File: config.mk
export PLATFORM = sky130hd
export DESIGN_NAME = dip_top
export DESIGN_NICKNAME = d
export VERILOG_FILES = /design/src/core/dip_pkg.sv /design/src/core/dip_in_sync.sv /design/src/core/dip_fault_hold.sv /design/src/core/dip_top.sv
export SDC_FILE = /design/constraint.sdc
export NUM_CORES = 1
export LEC_CHECK = 0
export BUFFER_PORTS_ARGS = -buffer_cell sky130_fd_sc_hd__buf_2
export CORE_ASPECT_RATIO = 1.4
export CORE_MARGIN = 4
export CORE_UTILIZATION = 45
export CTS_CLUSTER_DIAMETER = 80
export CTS_CLUSTER_SIZE = 40
export DETAILED_ROUTE_END_ITERATION = 8
export MAX_ROUTING_LAYER = met4
export PLACE_DENSITY_LB_ADDON = 0.1
export SYNTH_ARGS = -nofsm -noshare
export SYNTH_HDL_FRONTEND = slang
export SYNTH_SLANG_ARGS = --single-unit
File: constraint.sdc
create_clock -name aclk -period 2.1 [get_ports aclk]
set_input_delay 0.21 -clock aclk [delete_from_list [all_inputs] [get_ports aclk]]
set_output_delay 0.21 -clock aclk [all_outputs]
set_load 0.005 [all_outputs]
File: src/core/dip_pkg.sv
// dip_pkg: register map, field layout, reset values and encodings of the
// isolated input pin block.
// assumes a 32-bit AXI4-Lite slave with 8-bit byte addresses.
package dip_pkg;

  // ==========================================================
  // register map (byte address is four times the index)
  localparam int         ADDR_W        = 8;
  localparam logic [5:0] HOMING_INDEX  = 6'h04;
  localparam logic [5:0] CFG_INDEX     = 6'h09;
  localparam logic [5:0] PORT_INDEX    = 6'h0A;
  localparam logic [5:0] STATUS_INDEX  = 6'h20;

  // ==========================================================
  // input_pin_config fields
  localparam int          ENC_EN_BIT     = 12;
  localparam int          SPD_FN_LSB     = 10;
  localparam int          INH_FN_LSB     = 8;
  localparam int          STEP_MODE_LSB  = 4;
  localparam int          POL_LSB        = 0;
  localparam logic [15:0] CFG_USED_MASK  = 16'h1FFF;
  localparam logic [15:0] CFG_RESET      = 16'h0000;

  // homing configuration and port data fields
  localparam int         HOME_MODE_LSB   = 1;
  localparam logic [2:0] HOME_MODE_RESET = 3'h0;
  localparam int         PORT_AUX_LSB    = 4;
  localparam logic [2:0] AUX_OUT_RESET   = 3'h0;

  // ==========================================================
  // function encodings
  localparam logic [1:0] SPD_FN_CURRENT  = 2'h0;
  localparam logic [1:0] SPD_FN_SPEED    = 2'h1;
  localparam logic [1:0] INH_FN_INHIBIT  = 2'h0;
  localparam logic [1:0] INH_FN_HOME     = 2'h1;
  localparam logic [1:0] INH_FN_MOTION   = 2'h2;
  localparam logic [3:0] STEP_MODE_DIR   = 4'h0;
  localparam logic [1:0] HOME_SEL_FLAG   = 2'h0;
  localparam logic [1:0] HOME_SEL_INDEX  = 2'h1;

  // ==========================================================
  // bus answers and pin idle level
  localparam logic [1:0] RESP_OKAY       = 2'h0;
  localparam logic [1:0] RESP_SLVERR     = 2'h2;
  localparam logic       PIN_IDLE_LEVEL  = 1'b1;

endpackage

File: src/core/dip_in_sync.sv
// dip_in_sync: two-stage synchroniser, polarity and active-edge detect per pin.
// assumes pins idle high through a weak pull-up.
`timescale 1ns/1ps
`default_nettype none
module dip_in_sync
  import dip_pkg::*;
#(
  parameter int WIDTH = 4
) (
  input  wire logic             aclk,
  input  wire logic             aresetn,
  input  wire logic             ce,
  input  wire logic [WIDTH-1:0] raw,
  input  wire logic [WIDTH-1:0] pol,
  output logic      [WIDTH-1:0] level,
  output logic      [WIDTH-1:0] edge_hit
);

  // ==========================================================
  // per-pin chain
  genvar i;
  generate
    for (i = 0; i < WIDTH; i++) begin : g_pin
      logic meta_reg, meta_next, sync_reg, sync_next, prev_reg, prev_next;
      logic active;
      always_comb begin
        meta_next = raw[i];
        sync_next = meta_reg;
        active    = pol[i] ? sync_reg : ~sync_reg;
        prev_next = active;
      end
      // prev resets inactive so an inverted floating pin fires at once
      always_ff @(posedge aclk) begin
        if (!aresetn) begin
          meta_reg <= PIN_IDLE_LEVEL;
          sync_reg <= PIN_IDLE_LEVEL;
          prev_reg <= 1'b0;
        end else if (ce) begin
          meta_reg <= meta_next; // RULE19
          sync_reg <= sync_next;
          prev_reg <= prev_next;
        end
      end
      assign level[i]    = active; // RULE2 RULE3
      assign edge_hit[i] = active & ~prev_reg;
    end
  endgenerate

endmodule
`default_nettype wire

File: src/core/dip_fault_hold.sv
// dip_fault_hold: drive fault flags, non-thermal and thermal.
// assumes fault events are one-cycle pulses from the drive core.
`timescale 1ns/1ps
`default_nettype none
module dip_fault_hold
  import dip_pkg::*;
(
  input  wire logic aclk,
  input  wire logic aresetn,
  input  wire logic ce,
  input  wire logic fault_event,
  input  wire logic thermal_event,
  input  wire logic overtemp_present,
  input  wire logic clear_req,
  output logic      fault_nonthermal,
  output logic      fault_thermal
);

  // ==========================================================
  // flags
  logic nonthermal_reg, nonthermal_next, thermal_reg, thermal_next;

  always_comb begin
    nonthermal_next = nonthermal_reg;
    thermal_next    = thermal_reg;
    if (clear_req)
      nonthermal_next = 1'b0; // RULE15
    if (fault_event)
      nonthermal_next = 1'b1; // set wins over clear
    if (!overtemp_present)
      thermal_next = 1'b0; // RULE16
    if (thermal_event)
      thermal_next = 1'b1;
  end

  always_ff @(posedge aclk) begin
    if (!aresetn) begin
      nonthermal_reg <= 1'b0;
      thermal_reg    <= 1'b0;
    end else if (ce) begin
      nonthermal_reg <= nonthermal_next;
      thermal_reg    <= thermal_next;
    end
  end

  assign fault_nonthermal = nonthermal_reg;
  assign fault_thermal    = thermal_reg;

  // ==========================================================
  // checks
  property p_thermal_keep;
    @(posedge aclk) disable iff (!aresetn)
      ce && thermal_reg && overtemp_present |=> thermal_reg;
  endproperty
  a_thermal_keep: assert property (p_thermal_keep) else $error("thermal fault dropped"); // RULE16

  property p_nonthermal_clear;
    @(posedge aclk) disable iff (!aresetn)
      ce && clear_req && !fault_event |=> !nonthermal_reg;
  endproperty
  a_nonthermal_clear: assert property (p_nonthermal_clear) else $error("fault kept"); // RULE15

endmodule
`default_nettype wire

File: src/core/dip_top.sv
// dip_top: isolated input pins and auxiliary pins of the control_connector,
// configured through input_pin_config over AXI4-Lite.
// assumes pins and core handshakes synchronous to aclk; aux pins two-way.
// Contract
// RULE1: config word holds encoder enable, two functions, step mode, four polarities
// RULE2: each input acts on falling edge; its polarity bit selects rising
// RULE3: pull-up stays, so floating inverted input is active at once
// RULE4: input levels always readable; port data writes drive aux outputs
// RULE5: encoder bit low: aux pins are index, A, B and readable
// RULE6: encoder bit high: aux pins are general purpose outputs
// RULE7: flag homing: pin two is homing switch, its function ignored
// RULE8: index homing: pin two takes role from its function field
// RULE9: function 0: active edge asks current cut to cutback level
// RULE10: function 1: high picks primary speed, low picks alternate_rate_pair
// RULE11: jog follows speed input; profile samples once at start
// RULE12: inhibit: edge zeroes phase current until input goes inactive
// RULE13: home function: each active edge starts a home cycle
// RULE14: motion inhibit: edge stops motion, blocks serial motion bits
// RULE15: inhibit, home or motion inhibit activation clears non-thermal fault
// RULE16: thermal fault persists until overtemperature indication clears
// RULE17: modes 0,1 home on flag; 2,3 on index; odd decelerate
// RULE18: step/dir mode: one microstep per active step edge, dir level
// RULE19: inputs synchronised first; reserved function codes give no function
// RULE20: host writes only defined codes and selects index homing first
//
// Register access over AXI4-Lite is this design's own decision.
`timescale 1ns/1ps
`default_nettype none
module dip_top
  import dip_pkg::*;
(
  input  wire logic              aclk,
  input  wire logic              aresetn,
  input  wire logic              ce,
  input  wire logic [ADDR_W-1:0] s_axi_awaddr,
  input  wire logic              s_axi_awvalid,
  output logic                   s_axi_awready,
  input  wire logic [31:0]       s_axi_wdata,
  input  wire logic [3:0]        s_axi_wstrb,
  input  wire logic              s_axi_wvalid,
  output logic                   s_axi_wready,
  output logic [1:0]             s_axi_bresp,
  output logic                   s_axi_bvalid,
  input  wire logic              s_axi_bready,
  input  wire logic [ADDR_W-1:0] s_axi_araddr,
  input  wire logic              s_axi_arvalid,
  output logic                   s_axi_arready,
  output logic [31:0]            s_axi_rdata,
  output logic [1:0]             s_axi_rresp,
  output logic                   s_axi_rvalid,
  input  wire logic              s_axi_rready,
  input  wire logic [3:0]        ctl_in,
  input  wire logic [2:0]        aux_in,
  output logic [2:0]             aux_out,
  output logic [2:0]             aux_oe,
  input  wire logic              jog_active,
  input  wire logic              profile_start,
  input  wire logic              profile_busy,
  input  wire logic              fault_event,
  input  wire logic              thermal_event,
  input  wire logic              overtemp_present,
  output logic                   enc_index,
  output logic                   enc_a,
  output logic                   enc_b,
  output logic                   home_flag_hit,
  output logic                   home_stop_now,
  output logic                   current_reduce_pulse,
  output logic                   alternate_rate_pair_sel,
  output logic                   phase_current_off,
  output logic                   home_start_pulse,
  output logic                   motion_stop_pulse,
  output logic                   motion_inhibit,
  output logic                   fault_clear_pulse,
  output logic                   step_pulse,
  output logic                   step_dir,
  output logic                   fault_nonthermal,
  output logic                   fault_thermal
);

  // ==========================================================
  // input conditioning
  logic [3:0]  lvl, edg;
  logic [2:0]  aux_lvl, aux_edg;
  logic [15:0] cfg_reg, cfg_next;

  dip_in_sync #(.WIDTH(4)) u_ctl_sync (
    .aclk     (aclk),
    .aresetn  (aresetn),
    .ce       (ce),
    .raw      (ctl_in),
    .pol      (cfg_reg[POL_LSB +: 4]),
    .level    (lvl),
    .edge_hit (edg)
  );

  // aux pins pass straight: index is active high
  dip_in_sync #(.WIDTH(3)) u_aux_sync (
    .aclk     (aclk),
    .aresetn  (aresetn),
    .ce       (ce),
    .raw      (aux_in),
    .pol      (3'h7),
    .level    (aux_lvl),
    .edge_hit (aux_edg)
  );

  // ==========================================================
  // bus slave and registers
  logic              awready_reg, awready_next, wready_reg, wready_next;
  logic              aw_have_reg, aw_have_next, w_have_reg, w_have_next;
  logic [ADDR_W-1:0] awaddr_reg, awaddr_next, araddr_w;
  logic [31:0]       wdata_reg, wdata_next, rdata_reg, rdata_next;
  logic [1:0]        wstrb_reg, wstrb_next;
  logic              bvalid_reg, bvalid_next, rvalid_reg, rvalid_next;
  logic [1:0]        bresp_reg, bresp_next, rresp_reg, rresp_next;
  logic              arready_reg, arready_next, do_write;
  logic [2:0]        home_mode_reg, home_mode_next, aux_out_reg, aux_out_next;
  logic [15:0]       wr_val;
  logic [5:0]        wr_idx, rd_idx;

  always_comb begin
    awready_next   = awready_reg;
    wready_next    = wready_reg;
    aw_have_next   = aw_have_reg;
    w_have_next    = w_have_reg;
    awaddr_next    = awaddr_reg;
    wdata_next     = wdata_reg;
    wstrb_next     = wstrb_reg;
    bvalid_next    = bvalid_reg;
    bresp_next     = bresp_reg;
    arready_next   = arready_reg;
    rvalid_next    = rvalid_reg;
    rdata_next     = rdata_reg;
    rresp_next     = rresp_reg;
    cfg_next       = cfg_reg;
    home_mode_next = home_mode_reg;
    aux_out_next   = aux_out_reg;
    araddr_w       = s_axi_araddr;
    wr_idx         = awaddr_reg[7:2];
    rd_idx         = araddr_w[7:2];
    wr_val         = 16'h0000;
    do_write       = aw_have_reg && w_have_reg && !bvalid_reg;
    if (s_axi_awvalid && awready_reg) begin
      aw_have_next = 1'b1;
      awaddr_next  = s_axi_awaddr;
      awready_next = 1'b0;
    end
    if (s_axi_wvalid && wready_reg) begin
      w_have_next = 1'b1;
      wdata_next  = s_axi_wdata;
      wstrb_next  = s_axi_wstrb[1:0];
      wready_next = 1'b0;
    end
    if (do_write) begin
      aw_have_next = 1'b0;
      w_have_next  = 1'b0;
      bvalid_next  = 1'b1;
      bresp_next   = RESP_OKAY;
      unique case (wr_idx)
        CFG_INDEX:    wr_val = cfg_reg;
        HOMING_INDEX: wr_val = {12'h000, home_mode_reg, 1'b0};
        PORT_INDEX:   wr_val = {9'h000, aux_out_reg, 4'h0};
        STATUS_INDEX: wr_val = 16'h0000;
        default:      bresp_next = RESP_SLVERR;
      endcase
      if (wstrb_reg[0])
        wr_val[7:0] = wdata_reg[7:0];
      if (wstrb_reg[1])
        wr_val[15:8] = wdata_reg[15:8];
      if (wr_idx == CFG_INDEX)
        cfg_next = wr_val & CFG_USED_MASK; // RULE1
      if (wr_idx == HOMING_INDEX)
        home_mode_next = wr_val[HOME_MODE_LSB +: 3];
      if (wr_idx == PORT_INDEX)
        aux_out_next = wr_val[PORT_AUX_LSB +: 3]; // RULE4
    end
    if (bvalid_reg && s_axi_bready) begin
      bvalid_next  = 1'b0;
      awready_next = 1'b1;
      wready_next  = 1'b1;
    end else if (!aw_have_reg && !bvalid_reg && !(s_axi_awvalid && awready_reg))
      awready_next = 1'b1;
    if (!bvalid_reg && !w_have_reg && !(s_axi_wvalid && wready_reg))
      wready_next = 1'b1;
    if (s_axi_arvalid && arready_reg) begin
      arready_next = 1'b0;
      rvalid_next  = 1'b1;
      rresp_next   = RESP_OKAY;
      rdata_next   = 32'h0000_0000;
      unique case (rd_idx)
        CFG_INDEX:    rdata_next[15:0] = cfg_reg;
        HOMING_INDEX: rdata_next[3:0]  = {home_mode_reg, 1'b0};
        PORT_INDEX:   rdata_next[6:0]  = {aux_lvl, lvl}; // RULE4 RULE5
        STATUS_INDEX: rdata_next[5:0]  = {fault_thermal, fault_nonthermal,
                                          motion_inhibit, phase_current_off,
                                          alternate_rate_pair_sel, aux_out_reg[0]};
        default:      rresp_next = RESP_SLVERR;
      endcase
    end else if (rvalid_reg && s_axi_rready) begin
      rvalid_next  = 1'b0;
      arready_next = 1'b1;
    end else if (!rvalid_reg)
      arready_next = 1'b1;
  end

  always_ff @(posedge aclk) begin
    if (!aresetn) begin
      awready_reg   <= 1'b0;
      wready_reg    <= 1'b0;
      aw_have_reg   <= 1'b0;
      w_have_reg    <= 1'b0;
      awaddr_reg    <= 8'h00;
      wdata_reg     <= 32'h0000_0000;
      wstrb_reg     <= 2'h0;
      bvalid_reg    <= 1'b0;
      bresp_reg     <= RESP_OKAY;
      arready_reg   <= 1'b0;
      rvalid_reg    <= 1'b0;
      rdata_reg     <= 32'h0000_0000;
      rresp_reg     <= RESP_OKAY;
      cfg_reg       <= CFG_RESET;
      home_mode_reg <= HOME_MODE_RESET;
      aux_out_reg   <= AUX_OUT_RESET;
    end else if (ce) begin
      awready_reg   <= awready_next;
      wready_reg    <= wready_next;
      aw_have_reg   <= aw_have_next;
      w_have_reg    <= w_have_next;
      awaddr_reg    <= awaddr_next;
      wdata_reg     <= wdata_next;
      wstrb_reg     <= wstrb_next;
      bvalid_reg    <= bvalid_next;
      bresp_reg     <= bresp_next;
      arready_reg   <= arready_next;
      rvalid_reg    <= rvalid_next;
      rdata_reg     <= rdata_next;
      rresp_reg     <= rresp_next;
      cfg_reg       <= cfg_next;
      home_mode_reg <= home_mode_next;
      aux_out_reg   <= aux_out_next;
    end
  end

  assign s_axi_awready = awready_reg;
  assign s_axi_wready  = wready_reg;
  assign s_axi_bvalid  = bvalid_reg;
  assign s_axi_bresp   = bresp_reg;
  assign s_axi_arready = arready_reg;
  assign s_axi_rvalid  = rvalid_reg;
  assign s_axi_rdata   = rdata_reg;
  assign s_axi_rresp   = rresp_reg;

  // ==========================================================
  // pin functions
  logic [1:0] spd_fn, inh_fn, home_sel;
  logic       enc_en, role_home, role_cur, role_spd, fault_clr;
  logic [12:0] pin_next, pin_reg;

  always_comb begin
    spd_fn    = cfg_reg[SPD_FN_LSB +: 2];
    inh_fn    = cfg_reg[INH_FN_LSB +: 2];
    enc_en    = cfg_reg[ENC_EN_BIT];
    home_sel  = home_mode_reg[2:1];
    role_home = home_sel == HOME_SEL_FLAG; // RULE7
    role_cur  = home_sel == HOME_SEL_INDEX && spd_fn == SPD_FN_CURRENT; // RULE8 RULE19
    role_spd  = home_sel == HOME_SEL_INDEX && spd_fn == SPD_FN_SPEED;
    fault_clr = edg[2] && inh_fn != 2'h3; // RULE15 RULE19
    pin_next  = pin_reg;
    // {enc x3, flag, stop_now, cur, spd, off, home, mstop, minh, step, dir}
    pin_next[12:10] = enc_en ? 3'h0 : aux_lvl; // RULE5
    pin_next[9] = (role_home && edg[3]) ||
                  (home_sel == HOME_SEL_INDEX && !enc_en && aux_edg[2]); // RULE17
    pin_next[8] = ~home_mode_reg[0]; // RULE17
    pin_next[7] = role_cur && edg[3]; // RULE9
    // profile keeps the speed sampled at its start
    if (role_spd && (jog_active || (profile_start && !profile_busy)))
      pin_next[6] = lvl[3]; // RULE10 RULE11
    if (inh_fn != INH_FN_INHIBIT || !lvl[2])
      pin_next[5] = 1'b0;
    if (inh_fn == INH_FN_INHIBIT && edg[2])
      pin_next[5] = 1'b1; // RULE12
    pin_next[4] = inh_fn == INH_FN_HOME && edg[2]; // RULE13
    pin_next[3] = inh_fn == INH_FN_MOTION && edg[2]; // RULE14
    if (inh_fn != INH_FN_MOTION || !lvl[2])
      pin_next[2] = 1'b0;
    if (inh_fn == INH_FN_MOTION && edg[2])
      pin_next[2] = 1'b1; // RULE14
    pin_next[1] = cfg_reg[STEP_MODE_LSB +: 4] == STEP_MODE_DIR && edg[1]; // RULE18
    if (pin_next[1])
      pin_next[0] = lvl[0];
  end

  // fault clear and aux drive share this register bank
  logic       fclr_reg;
  logic [2:0] oe_reg;
  always_ff @(posedge aclk) begin
    if (!aresetn) begin
      pin_reg  <= 13'h0000;
      fclr_reg <= 1'b0;
      oe_reg   <= 3'h0;
    end else if (ce) begin
      pin_reg  <= pin_next;
      fclr_reg <= fault_clr;
      oe_reg   <= {3{enc_en}}; // RULE6
    end
  end

  assign {enc_index, enc_a, enc_b}  = pin_reg[12:10];
  assign home_flag_hit        = pin_reg[9];
  assign home_stop_now        = pin_reg[8];
  assign current_reduce_pulse = pin_reg[7];
  assign alternate_rate_pair_sel        = pin_reg[6];
  assign phase_current_off    = pin_reg[5];
  assign home_start_pulse     = pin_reg[4];
  assign motion_stop_pulse    = pin_reg[3];
  assign motion_inhibit       = pin_reg[2];
  assign step_pulse           = pin_reg[1];
  assign step_dir             = pin_reg[0];
  assign fault_clear_pulse    = fclr_reg;
  assign aux_oe               = oe_reg;
  assign aux_out              = aux_out_reg;

  dip_fault_hold u_fault (
    .aclk             (aclk),
    .aresetn          (aresetn),
    .ce               (ce),
    .fault_event      (fault_event),
    .thermal_event    (thermal_event),
    .overtemp_present (overtemp_present),
    .clear_req        (fclr_reg),
    .fault_nonthermal (fault_nonthermal),
    .fault_thermal    (fault_thermal)
  );

  // ==========================================================
  // checks
  property p_cfg_unused;
    @(posedge aclk) disable iff (!aresetn) cfg_reg[15:13] == 3'h0;
  endproperty
  a_cfg_unused: assert property (p_cfg_unused) else $error("unused bits set"); // RULE1

  property p_aux_dir;
    @(posedge aclk) disable iff (!aresetn)
      $past(ce) |-> aux_oe == {3{$past(enc_en)}} && (!$past(enc_en) || !enc_a);
  endproperty
  a_aux_dir: assert property (p_aux_dir) else $error("aux direction wrong"); // RULE6

  property p_enc_follow;
    @(posedge aclk) disable iff (!aresetn)
      ce && !enc_en |=> enc_index == $past(aux_lvl[2]) && enc_b == $past(aux_lvl[0]);
  endproperty
  a_enc_follow: assert property (p_enc_follow) else $error("encoder input lost"); // RULE5

  property p_step;
    @(posedge aclk) disable iff (!aresetn)
      ce && edg[1] && cfg_reg[7:4] == STEP_MODE_DIR |=> step_pulse && step_dir == $past(lvl[0]);
  endproperty
  a_step: assert property (p_step) else $error("step missed"); // RULE18

  property p_flag_home;
    @(posedge aclk) disable iff (!aresetn)
      ce && role_home |=> home_flag_hit == $past(edg[3]) && !current_reduce_pulse;
  endproperty
  a_flag_home: assert property (p_flag_home) else $error("flag homing wrong"); // RULE7

  property p_speed_hold;
    @(posedge aclk) disable iff (!aresetn)
      ce && profile_busy && !jog_active |=> $stable(alternate_rate_pair_sel);
  endproperty
  a_speed_hold: assert property (p_speed_hold) else $error("speed changed in profile"); // RULE11

  property p_inhibit;
    @(posedge aclk) disable iff (!aresetn)
      ce && inh_fn == INH_FN_INHIBIT && edg[2] |=>
        phase_current_off ##0 (ce && lvl[2]) [*2] |=> phase_current_off;
  endproperty
  a_inhibit: assert property (p_inhibit) else $error("inhibit not held"); // RULE12

  property p_home_start;
    @(posedge aclk) disable iff (!aresetn)
      ce && inh_fn == INH_FN_HOME && edg[2] |=> home_start_pulse && !motion_inhibit;
  endproperty
  a_home_start: assert property (p_home_start) else $error("home not started"); // RULE13

  property p_fault_clear;
    @(posedge aclk) disable iff (!aresetn)
      ce && fault_clr |=> fault_clear_pulse ##1
        (!$past(ce) || fault_nonthermal == $past(fault_event));
  endproperty
  a_fault_clear: assert property (p_fault_clear) else $error("fault clear missing"); // RULE15

  c_inhibit:   cover property (@(posedge aclk) disable iff (!aresetn) $rose(phase_current_off));
  c_home:      cover property (@(posedge aclk) disable iff (!aresetn) home_start_pulse);
  c_step:      cover property (@(posedge aclk) disable iff (!aresetn) step_pulse ##[1:20] step_pulse);
  c_motion:    cover property (@(posedge aclk) disable iff (!aresetn) motion_stop_pulse);

endmodule
`default_nettype wire

==> reports/qor.yml, run 1 <==
global_routing:
  use_met1_pct: 21.8
  grt_first_pass_wirelength_mm: 16.7
  busiest_layer: "met2"
  grt_pass1_vias: 3331
  grtUsageMet2_pct: 34.5
  grt_max_degree: 44
  grt.overflow.total: 0
  grt_antenna_before_repair: 0
  met3_usage_pct: 3.62
  grtUsageTotal_pct: 19.7
placed_design:
  post-dp-hpwl_mm: 7.82
  place.gp.congestion: 0.954
  post-place-ws_ns: 0.385
  portBuffers: 89
synth:
  synth_top_cell_area_share_pct: 46.0
  syn_inst: 477
  ys_ff_latch: 97
  async_flop_share_pct: 0
  ys_seq_area_share_pct: 46.0
  yosysWarnings: 0
  syn-cell-area_sq_um: 4220
  avgSynthCellArea_sq_um: 8.86
  synth_top_family_by_area: "simple AND/OR/NAND/NOR gates"
  synth_simple_gate_area_share_pct: 22.9
  synth-xor-area-share_pct: 0.829
  synth_compound_area_share_pct: 15.8
  synth.largest_area_cell: "dfxtp_1"
  synth_fa_ha_area_share_pct: 0
  synthMuxAreaShare_pct: 6.40
  synth_edf_count: 0
  synth_flop_cell: "dfxtp_1"
  netlist-cell-type-count: 58
  synth_area_leaders: "dfxtp_1 46%, nand2_1 7.8%, mux2i_1 6.4%"
finish:
  final_cell_mix: "97 x dfxtp_1, 89 x buf_2, 88 x nand2_1"
  final_common_cell: "dfxtp_1"
  ff_latch_area_sq_um: 1940
  multi_input_area_sq_um: 2020
  insertedDiodeCount: 0
  area_delta_synth_final_pct: 18.6
  fillers: 869
  nets: 637
  drive_gt1_share_pct: 22.9
floorplanning:
  rows: 41
  start_util_pct: 46.5
  core_area_sq_um: 9080
  ios: 136
  dieArea_sq_um: 11000
  die_h_microns: 123
  dieWidth_microns: 89.9
critical_path:
  crit_type: "flop to flop"
  reg2reg_slack_ns: 0.37
  cp_cell_sequence: "or3_1 -> a21o_4 -> a31oi_1 -> o22ai_1"
  r2r_cells: 4
  slowest_delay_ns: 0.57
  cp_slowest_cell: "or3_1"
  endpoint_kind: "flop"
  timing.rr.start: "awaddr_reg[7]"
  critPathArrivalTime_ns: 1.95
  reg2reg_to: "cfg_reg[1]"
  cp.required_ns: 2.32
  critPathMaxFanout: 7
  start_kind: "flop"
hold_path:
  worstHoldStart: "aux_in[1]"
  hp-class: "input pin to flop"
  hold_path_depth: 3
  whs_endpoint: "u_aux_sync.g_pin[1].meta_reg"
route:
  wl_mm: 10.5
  viasPerCell: 5.34
  routed-via-count: 3605
  antenna_left: 0
  drt_drc_violations_left: 0
  dr.pass1.iters: 4
  post_drt_wl_per_cell_microns: 15.6
  drtIter0Drc: 208
timing:
  tightest_slew_ns: 0.744
  relSlewSlack_pct: 50.2
  fin_ws_ns: 0.374
  fin_crit_sh_pct: 82.2
  grt_setup_unrepaired: "no"
  skew_ns: 0.00527
  timing_hold_violations_final: 0
  fmax_ghz: 0.579
  tns_ns: 0
  fin_crit_ns: 1.73
  maxSlewViolCount: 0
  setup_viol: 0
cts:
  cts-root-buf: "clkbuf_16"
  cts_sinks: 97
  clk_path_buf_depth: 2
  cts.htree.levels: 3
  cts_tree: "done"
  clk_latency_ns: 0.34
  post_cts_buffers: 0
  clk_pin_slew_ns: 0.06
  numCtsBuffers: 9
  hold_buffers: 0
  post_cts_resize_count: 0
run:
  cap_violations: 0
pwr:
  power_density_nw_per_um2: 782
  p_leak_uw: 0.00214
  ir_worst_vdd_mv: 0.523
  finalPower_uw: 3920
status:
  status: "completed"
power by group:
| group | switching (uW) | internal (uW) |
|---|---|---|
| Combinational | 162 | 112 |
| Sequential | 37.0 | 1890 |
| Clock | 654 | 1070 |
| Total | 853 | 3070 |
critical path: cells and delay by family, from the launching register on:
kind             cells  cell delay (ns)
AND/OR/NAND/NOR      1             0.57
AO/OA/AOI/OAI        3             0.65
flip-flops           1             0.39
synthesized netlist by cell type, types with 3 or more instances:
library cell   n
a211oi_1       5
a21oi_1       28
a22o_1        12
a22oi_1        3
a31oi_1        6
buf_2          5
buf_4         24
clkbuf_1      16
dfxtp_1       97
inv_1         15
mux2i_1       27
nand2_1       88
nand3_1       24
nand4_1        8
nand4b_1       4
nor2_1        35
nor2b_1        5
nor3_1         4
o21ai_0        6
o22ai_1       15
o41ai_1        3
xnor2_1        3
final cells by class:
cell class                 count  area share [%]
clock buffer                  12            4.92
clock inverter                 3            1.30
inverter                      16            1.20
multi-input combinational    338            40.3
sequential                    97            38.8
tap                          107            2.67
timing repair buffer         102            10.8
worst max-delay path by stage:
stage | start | cells past startpoint | slack [ns] | to
after floorplan | s_axi_bvalid | 4 | 0.56 | cfg_reg[10]
after global placement | awaddr_reg[7] | 4 | 0.39 | home_mode_reg[2]
after detailed placement | awaddr_reg[7] | 4 | 0.39 | home_mode_reg[2]
after CTS | awaddr_reg[7] | 4 | 0.38 | home_mode_reg[2]
after global routing | awaddr_reg[7] | 4 | 0.22 | home_mode_reg[1]
final | awaddr_reg[7] | 4 | 0.37 | cfg_reg[1]
kinds of logic (layout without fill, tap and decap cells):
logic type | count (synthesis) | in the layout
other cells | 1 | 21
compound gates | 95 | 95
buf+inv | 62 | 133
simple gates | 191 | 191
xor+xnor | 4 | 4
mux | 27 | 27
flops | 97 | 97
routing by layer:
layer / up-vias / share of wire [%]
li1: 1816 / -
met1: 1651 / 40
met2: 120 / 51
met3: 18 / 6.2
met4: 0 / 2.3
met5: - / 0
stage by stage:
| stage | hold slack [ns] | util, % | cell area (sq um) | cells |
|---|---|---|---|---|
| floorplan | 0.338 | - | 4300 | 497 |
| global placement | 0.427 | 51.8 | 4700 | 660 |
| detailed placement | 0.433 | 51.8 | 4700 | 660 |
| CTS | 0.0801 | 55.2 | 5010 | 675 |
| global route | 0.0981 | 55.2 | 5010 | 675 |
| finish | 0.0855 | 55.2 | 5010 | 675 |
(Power assumes the default switching activity.)
==> run 2: changes to the inputs <==
==> constraint.sdc (replaced) <==
create_clock -name aclk -period 1.8 [get_ports aclk]
set_input_delay 0.18 -clock aclk [delete_from_list [all_inputs] [get_ports aclk]]
set_output_delay 0.18 -clock aclk [all_outputs]
set_load 0.005 [all_outputs]
==> run 2 against run 1 <==
Die area unchanged. Largest power group unchanged. Count of clock-buffer cells in the layout increased by 1. Sequential power rose by 17%. Global-route usage increased by 0.78 points. Sequential cell count unchanged. Highest routed layer unchanged. Clock power increased by 11%. Combinational power is 23% higher. Cell area is 1.5% higher.
==> reports/qor.yml, run 2 (synthesis results as in run 1) <==
status:
  status: "completed"
timing:
  fin_crit_ns: 1.67  # -0.0563 ns
  fin_crit_sh_pct: 92.8  # +11 points
  grt_setup_unrepaired: "no"
  timing_hold_violations_final: 0  # unchanged
  maxSlewViolCount: 0  # unchanged
  setup_viol: 0  # unchanged
  skew_ns: 0.00517  # -0.000104 ns
  tightest_slew_ns: 0.548  # -0.196 ns
  relSlewSlack_pct: 63.3  # +13 points
  fmax_ghz: 0.599  # +3.4%
  tns_ns: 0  # unchanged
critical_path:
  cp_slowest_cell: "or3_1"
  cp.required_ns: 2.02  # -0.30 ns
  critPathMaxFanout: 7  # unchanged
  cp_cell_sequence: "or3_1 -> a21o_4 -> a31oi_1 -> o22ai_1"
  endpoint_kind: "flop"
  slowest_delay_ns: 0.57  # about the same
  crit_type: "flop to flop"
  critPathArrivalTime_ns: 1.89  # -0.06 ns
  start_kind: "flop"
route:
  wl_mm: 10.7  # +2.1%
  dr.pass1.iters: 4  # unchanged
  drtIter0Drc: 142  # -32%
  antenna_left: 0  # unchanged
  drt_drc_violations_left: 0  # unchanged
  post_drt_wl_per_cell_microns: 15.7  # +0.72%
  viasPerCell: 5.28  # -1.1%
  routed-via-count: 3614  # +0.25%
finish:
  area_delta_synth_final_pct: 20.4
  drive_gt1_share_pct: 24.3  # +1.4 points
  nets: 646  # +1.4%
  final_common_cell: "dfxtp_1"
  final_cell_mix: "97 x dfxtp_1, 89 x buf_2, 88 x nand2_1"
  insertedDiodeCount: 0  # unchanged
  multi_input_area_sq_um: 2030  # +0.37%
  fillers: 874  # +0.58%
  fin_cells: 684  # +1.3%
  ff_latch_area_sq_um: 1940  # unchanged
cts:
  cts.htree.levels: 3  # unchanged
  hold_buffers: 0  # unchanged
  clk_latency_ns: 0.34  # about the same
  numCtsBuffers: 9  # unchanged
  cts_sinks: 97  # unchanged
  clk_pin_slew_ns: 0.06  # about the same
  clk_path_buf_depth: 2  # unchanged
  cts_tree: "done"
  post_cts_buffers: 0  # unchanged
  cts-root-buf: "clkbuf_16"
floorplanning:
  start_util_pct: 46.5  # unchanged
  dieWidth_microns: 89.9  # unchanged
  dieArea_sq_um: 11000  # unchanged
  rows: 41  # unchanged
  ios: 136  # unchanged
  die_h_microns: 123  # unchanged
  core_area_sq_um: 9080  # unchanged
global_routing:
  grtUsageTotal_pct: 20.5  # +0.78 points
  grt_max_degree: 46  # +4.5%
  grt_pass1_vias: 3471  # +4.2%
  grt_first_pass_wirelength_mm: 17.5  # +4.9%
  grt.overflow.total: 0  # unchanged
  grt_antenna_before_repair: 0  # unchanged
hold_path:
  hp-class: "input pin to flop"
pwr:
  power_density_nw_per_um2: 883  # +13%
  ir_worst_vdd_mv: 0.443  # -15%
  finalPower_uw: 4490  # +15%
  p_leak_uw: 0.00218  # +2.1%
placed_design:
  post-dp-hpwl_mm: 8.12  # +3.9%
  place.gp.congestion: 0.934  # -2.0%
  portBuffers: 89  # unchanged
  place_inst: 669  # +1.4%
run:
  cap_violations: 0  # unchanged
[run 2: changes by cell type in the layout (fill, tap and decap cells not counted)]
| cell | previous run | this run |
|---|---|---|
| clkinv_2 | 1 | 0 |
| o41ai_1 | 3 | 2 |
| o41ai_2 | 1 | 2 |
| buf_4 | 13 | 21 |
| clkinvlp_4 | 0 | 1 |
| buf_12 | 0 | 1 |
| clkbuf_8 | 1 | 2 |
| bufinv_16 | 2 | 1 |
[run 2: area by class of cell]
cell class	instances	area share, %
multi-input combinational	338	39.9
sequential	97	38.2
timing repair buffer	111	12.3
clock buffer	13	5.12
tap	107	2.63
inverter	16	1.18
clock inverter	2	0.738
[run 2: final timing paths]
| kind | start | end | slack [ns] | cells after the start |
|---|---|---|---|---|
| worst max register to register | awaddr_reg[7] | cfg_reg[1] | 0.13 | 4 |
| worst min register to register | s_axi_rdata[6] | s_axi_rdata[6] | 0.46 | 2 |
| worst min-delay path | aux_in[2] | u_aux_sync.g_pin[2].meta_reg | 0.06 | 3 |
| worst max-delay path | awaddr_reg[7] | cfg_reg[1] | 0.13 | 4 |
[run 2: layer usage]
layer  up-vias  share of wire (%)  global-route usage [%]
li1       1827                  -                       -
met2       113                 52                    35.6
met1      1657                 41                    23.1
met4         0                2.3                    9.39
met3        17                5.1                    3.92
met5         -                  0                       -
[run 2: report_power, final]
part / total, uW / internal, uW / switching, uW
registers: 2240 / 2200 / 41.5
clock network: 1910 / 1150 / 765
logic: 337 / 142 / 195
total: 4490 / 3490 / 1000
[run 2: worst max-delay path: cells and delay by family (launching register included)]
kind               cells  cell delay, ns
DFF                    1            0.31
AOI/OAI and AO/OA      3            0.68
and+or+nand+nor        1            0.57
[run 2: per-stage QoR]
stage	area, sq um	utilization (%)	hold WS [ns]	setup slack [ns]
after CTS	5080	55.9	0.0495	0.141
after detailed placement	4780	52.6	0.403	0.157
after floorplan	4300	-	0.308	0.262
final	5080	56.0	0.0588	0.130
after global routing	5080	56.0	0.0627	0.0426
after global placement	4780	52.6	0.396	0.173
[run 2: timing repair]
action	4_1_cts	5_1_grt
endpoints found under the hold margin	0	0
setup endpoints to repair	0	1
gates resized for setup	0	1
==> run 3: changes to the inputs <==
--- a/config.mk
+++ b/config.mk
@@ -7,7 +7,7 @@
 export LEC_CHECK = 0
 export BUFFER_PORTS_ARGS = -buffer_cell sky130_fd_sc_hd__buf_2
 export CORE_ASPECT_RATIO = 1.4
-export CORE_MARGIN = 4
+export CORE_MARGIN = 3
 export CORE_UTILIZATION = 45
 export CTS_CLUSTER_DIAMETER = 80
 export CTS_CLUSTER_SIZE = 40
==> run 3 against run 2 <==
Total power shrank 0.63%. Die area decreased by 3.8%. Non-clock buffer count rose by 1. First-iteration DRC count fell by 3.5%. Largest power group unchanged.
==> reports/qor.yml, run 3 (synthesis results as in run 1) <==
critical_path:
  start_kind: "flop"
  path_buf_inv: 0  # unchanged
  cp.required_ns: 2.02  # about the same
  endpoint: "home_mode_reg[2]"
  critical_path.top_delay_family: "compound AO/OA/AOI/OAI gates"
  slowest_delay_ns: 0.57  # about the same
  reg2reg_slack_ns: 0.12  # about the same
  cp_slowest_cell: "or3_1"
  critPathMaxFanout: 7  # unchanged
  timing.rr.start: "awaddr_reg[7]"
  crit_type: "flop to flop"
  endpoint_kind: "flop"
  reg2reg_to: "home_mode_reg[2]"
  cp-startpoint: "awaddr_reg[7]"
  critPathArrivalTime_ns: 1.90  # about the same
  r2r_cells: 4  # unchanged
  crit_cells: 4  # unchanged
  cp_cell_sequence: "or3_1 -> a21o_4 -> a31oi_1 -> o22ai_1"
pwr:
  ir_worst_vdd_mv: 0.485  # +9.7%
  power_density_nw_per_um2: 877  # -0.65%
  finalPower_uw: 4460  # -0.63%
  p_leak_uw: 0.00218  # about the same
route:
  wl_mm: 10.5  # -1.8%
  antenna_left: 0  # unchanged
  viasPerCell: 5.29  # +0.18%
  drtIter0Drc: 137  # -3.5%
  drt_drc_violations_left: 0  # unchanged
  dr.pass1.iters: 4  # unchanged
  routed-via-count: 3631  # +0.47%
  post_drt_wl_per_cell_microns: 15.4  # -2.0%
floorplanning:
  core_area_sq_um: 9080  # unchanged
  dieArea_sq_um: 10600  # -3.8%
  dieWidth_microns: 87.9  # -2.2%
  start_util_pct: 46.5  # unchanged
  rows: 41  # unchanged
  ios: 136  # unchanged
  die_h_microns: 121  # -1.6%
finish:
  fin_cells: 686  # +0.29%
  area_delta_synth_final_pct: 20.4  # about the same
  nets: 647  # +0.15%
  final_cell_mix: "97 x dfxtp_1, 89 x buf_2, 88 x nand2_1"
  final_common_cell: "dfxtp_1"
  drive_gt1_share_pct: 24.2  # -0.084 points
  insertedDiodeCount: 0  # unchanged
placed_design:
  place_inst: 670  # +0.15%
  place.gp.congestion: 0.904  # -3.3%
  post-dp-hpwl_mm: 7.95  # -2.0%
  post-place-ws_ns: 0.140  # -0.0167 ns
  portBuffers: 89  # unchanged
timing:
  setup_viol: 0  # unchanged
  timing_hold_violations_final: 0  # unchanged
  tightest_slew_ns: 0.562  # +0.0141 ns
  maxSlewViolCount: 0  # unchanged
  fmax_ghz: 0.596  # -0.41%
  fin_crit_ns: 1.68  # +0.00696 ns
  grt_setup_unrepaired: "no"
  skew_ns: 0.00725  # +0.00208 ns
  relSlewSlack_pct: 62.4  # -0.94 points
  tns_ns: 0  # unchanged
  fin_ws_ns: 0.123  # -0.00696 ns
  fin_crit_sh_pct: 93.2  # +0.39 points
cts:
  post_cts_buffers: 0  # unchanged
  cts_sinks: 97  # unchanged
  cts-root-buf: "clkbuf_16"
  cts_tree: "done"
  clk_pin_slew_ns: 0.06  # about the same
  numCtsBuffers: 9  # unchanged
  post_cts_resize_count: 0  # unchanged
  clk_latency_ns: 0.34  # about the same
  cts.htree.levels: 3  # unchanged
  hold_buffers: 0  # unchanged
  clk_path_buf_depth: 2  # unchanged
global_routing:
  grt_first_pass_wirelength_mm: 17.0  # -3.0%
  grt_pass1_vias: 3424  # -1.4%
  grtUsageTotal_pct: 21.3  # +0.76 points
  grt_antenna_before_repair: 0  # unchanged
  grt.overflow.total: 0  # unchanged
  grt_max_degree: 46  # unchanged
hold_path:
  hp-class: "input pin to flop"
  worstHoldStart: "ctl_in[0]"
run:
  cap_violations: 0  # unchanged
status:
  status: "completed"
-- run 3: cell count changes in the layout (fill, tap and decap cells not counted), sizes merged --
cell	before	now
clkbuf	13	14
buf	111	112
-- run 3: per-layer routing --
layer	share of wire, %	vias up	GRT usage, %
met5	0	-	-
met4	2.3	0	8.73
met3	4.9	22	4.09
met2	51	104	35.0
met1	42	1682	25.2
li1	-	1823	-
-- run 3: per-stage QoR --
step | hold WS, ns | area (sq um) | utilization (%)
after CTS | 0.0475 | 5080 | 55.9
after floorplan | 0.308 | 4300 | -
after detailed placement | 0.401 | 4790 | 52.7
after global placement | 0.396 | 4790 | 52.7
final | 0.0555 | 5090 | 56.0
after global routing | 0.0630 | 5090 | 56.0
-- run 3: area by class of cell --
type                       count  area (sq um)
clock buffer                  14           254
tap                          107           134
sequential                    97          1940
clock inverter                 2          37.5
multi-input combinational    338          2030
fill                         870          3990
inverter                      16          60.1
timing repair buffer         112           631
-- run 3: tightest hold or removal path: stages --
cell     delay [ns]
buf_2          0.08
mux2i_1        0.05
nand2_1        0.05
-- run 3: how the worst min path moves through the flow --
stage                                        end  slack, ns  depth (start not counted)
finish              u_ctl_sync.g_pin[0].meta_reg       0.06                          3
global route        u_aux_sync.g_pin[2].meta_reg       0.06                          3
CTS                 u_ctl_sync.g_pin[0].meta_reg       0.05                          3
detailed placement  u_ctl_sync.g_pin[0].meta_reg       0.40                          3
global placement    u_aux_sync.g_pin[0].meta_reg       0.40                          3
floorplan           u_aux_sync.g_pin[0].meta_reg       0.31                          2
-- run 3: power by group --
group | switching (uW) | total, uW | internal (uW)
Sequential | 39.3 | 2240 | 2200
Combinational | 195 | 337 | 142
Clock | 768 | 1880 | 1120
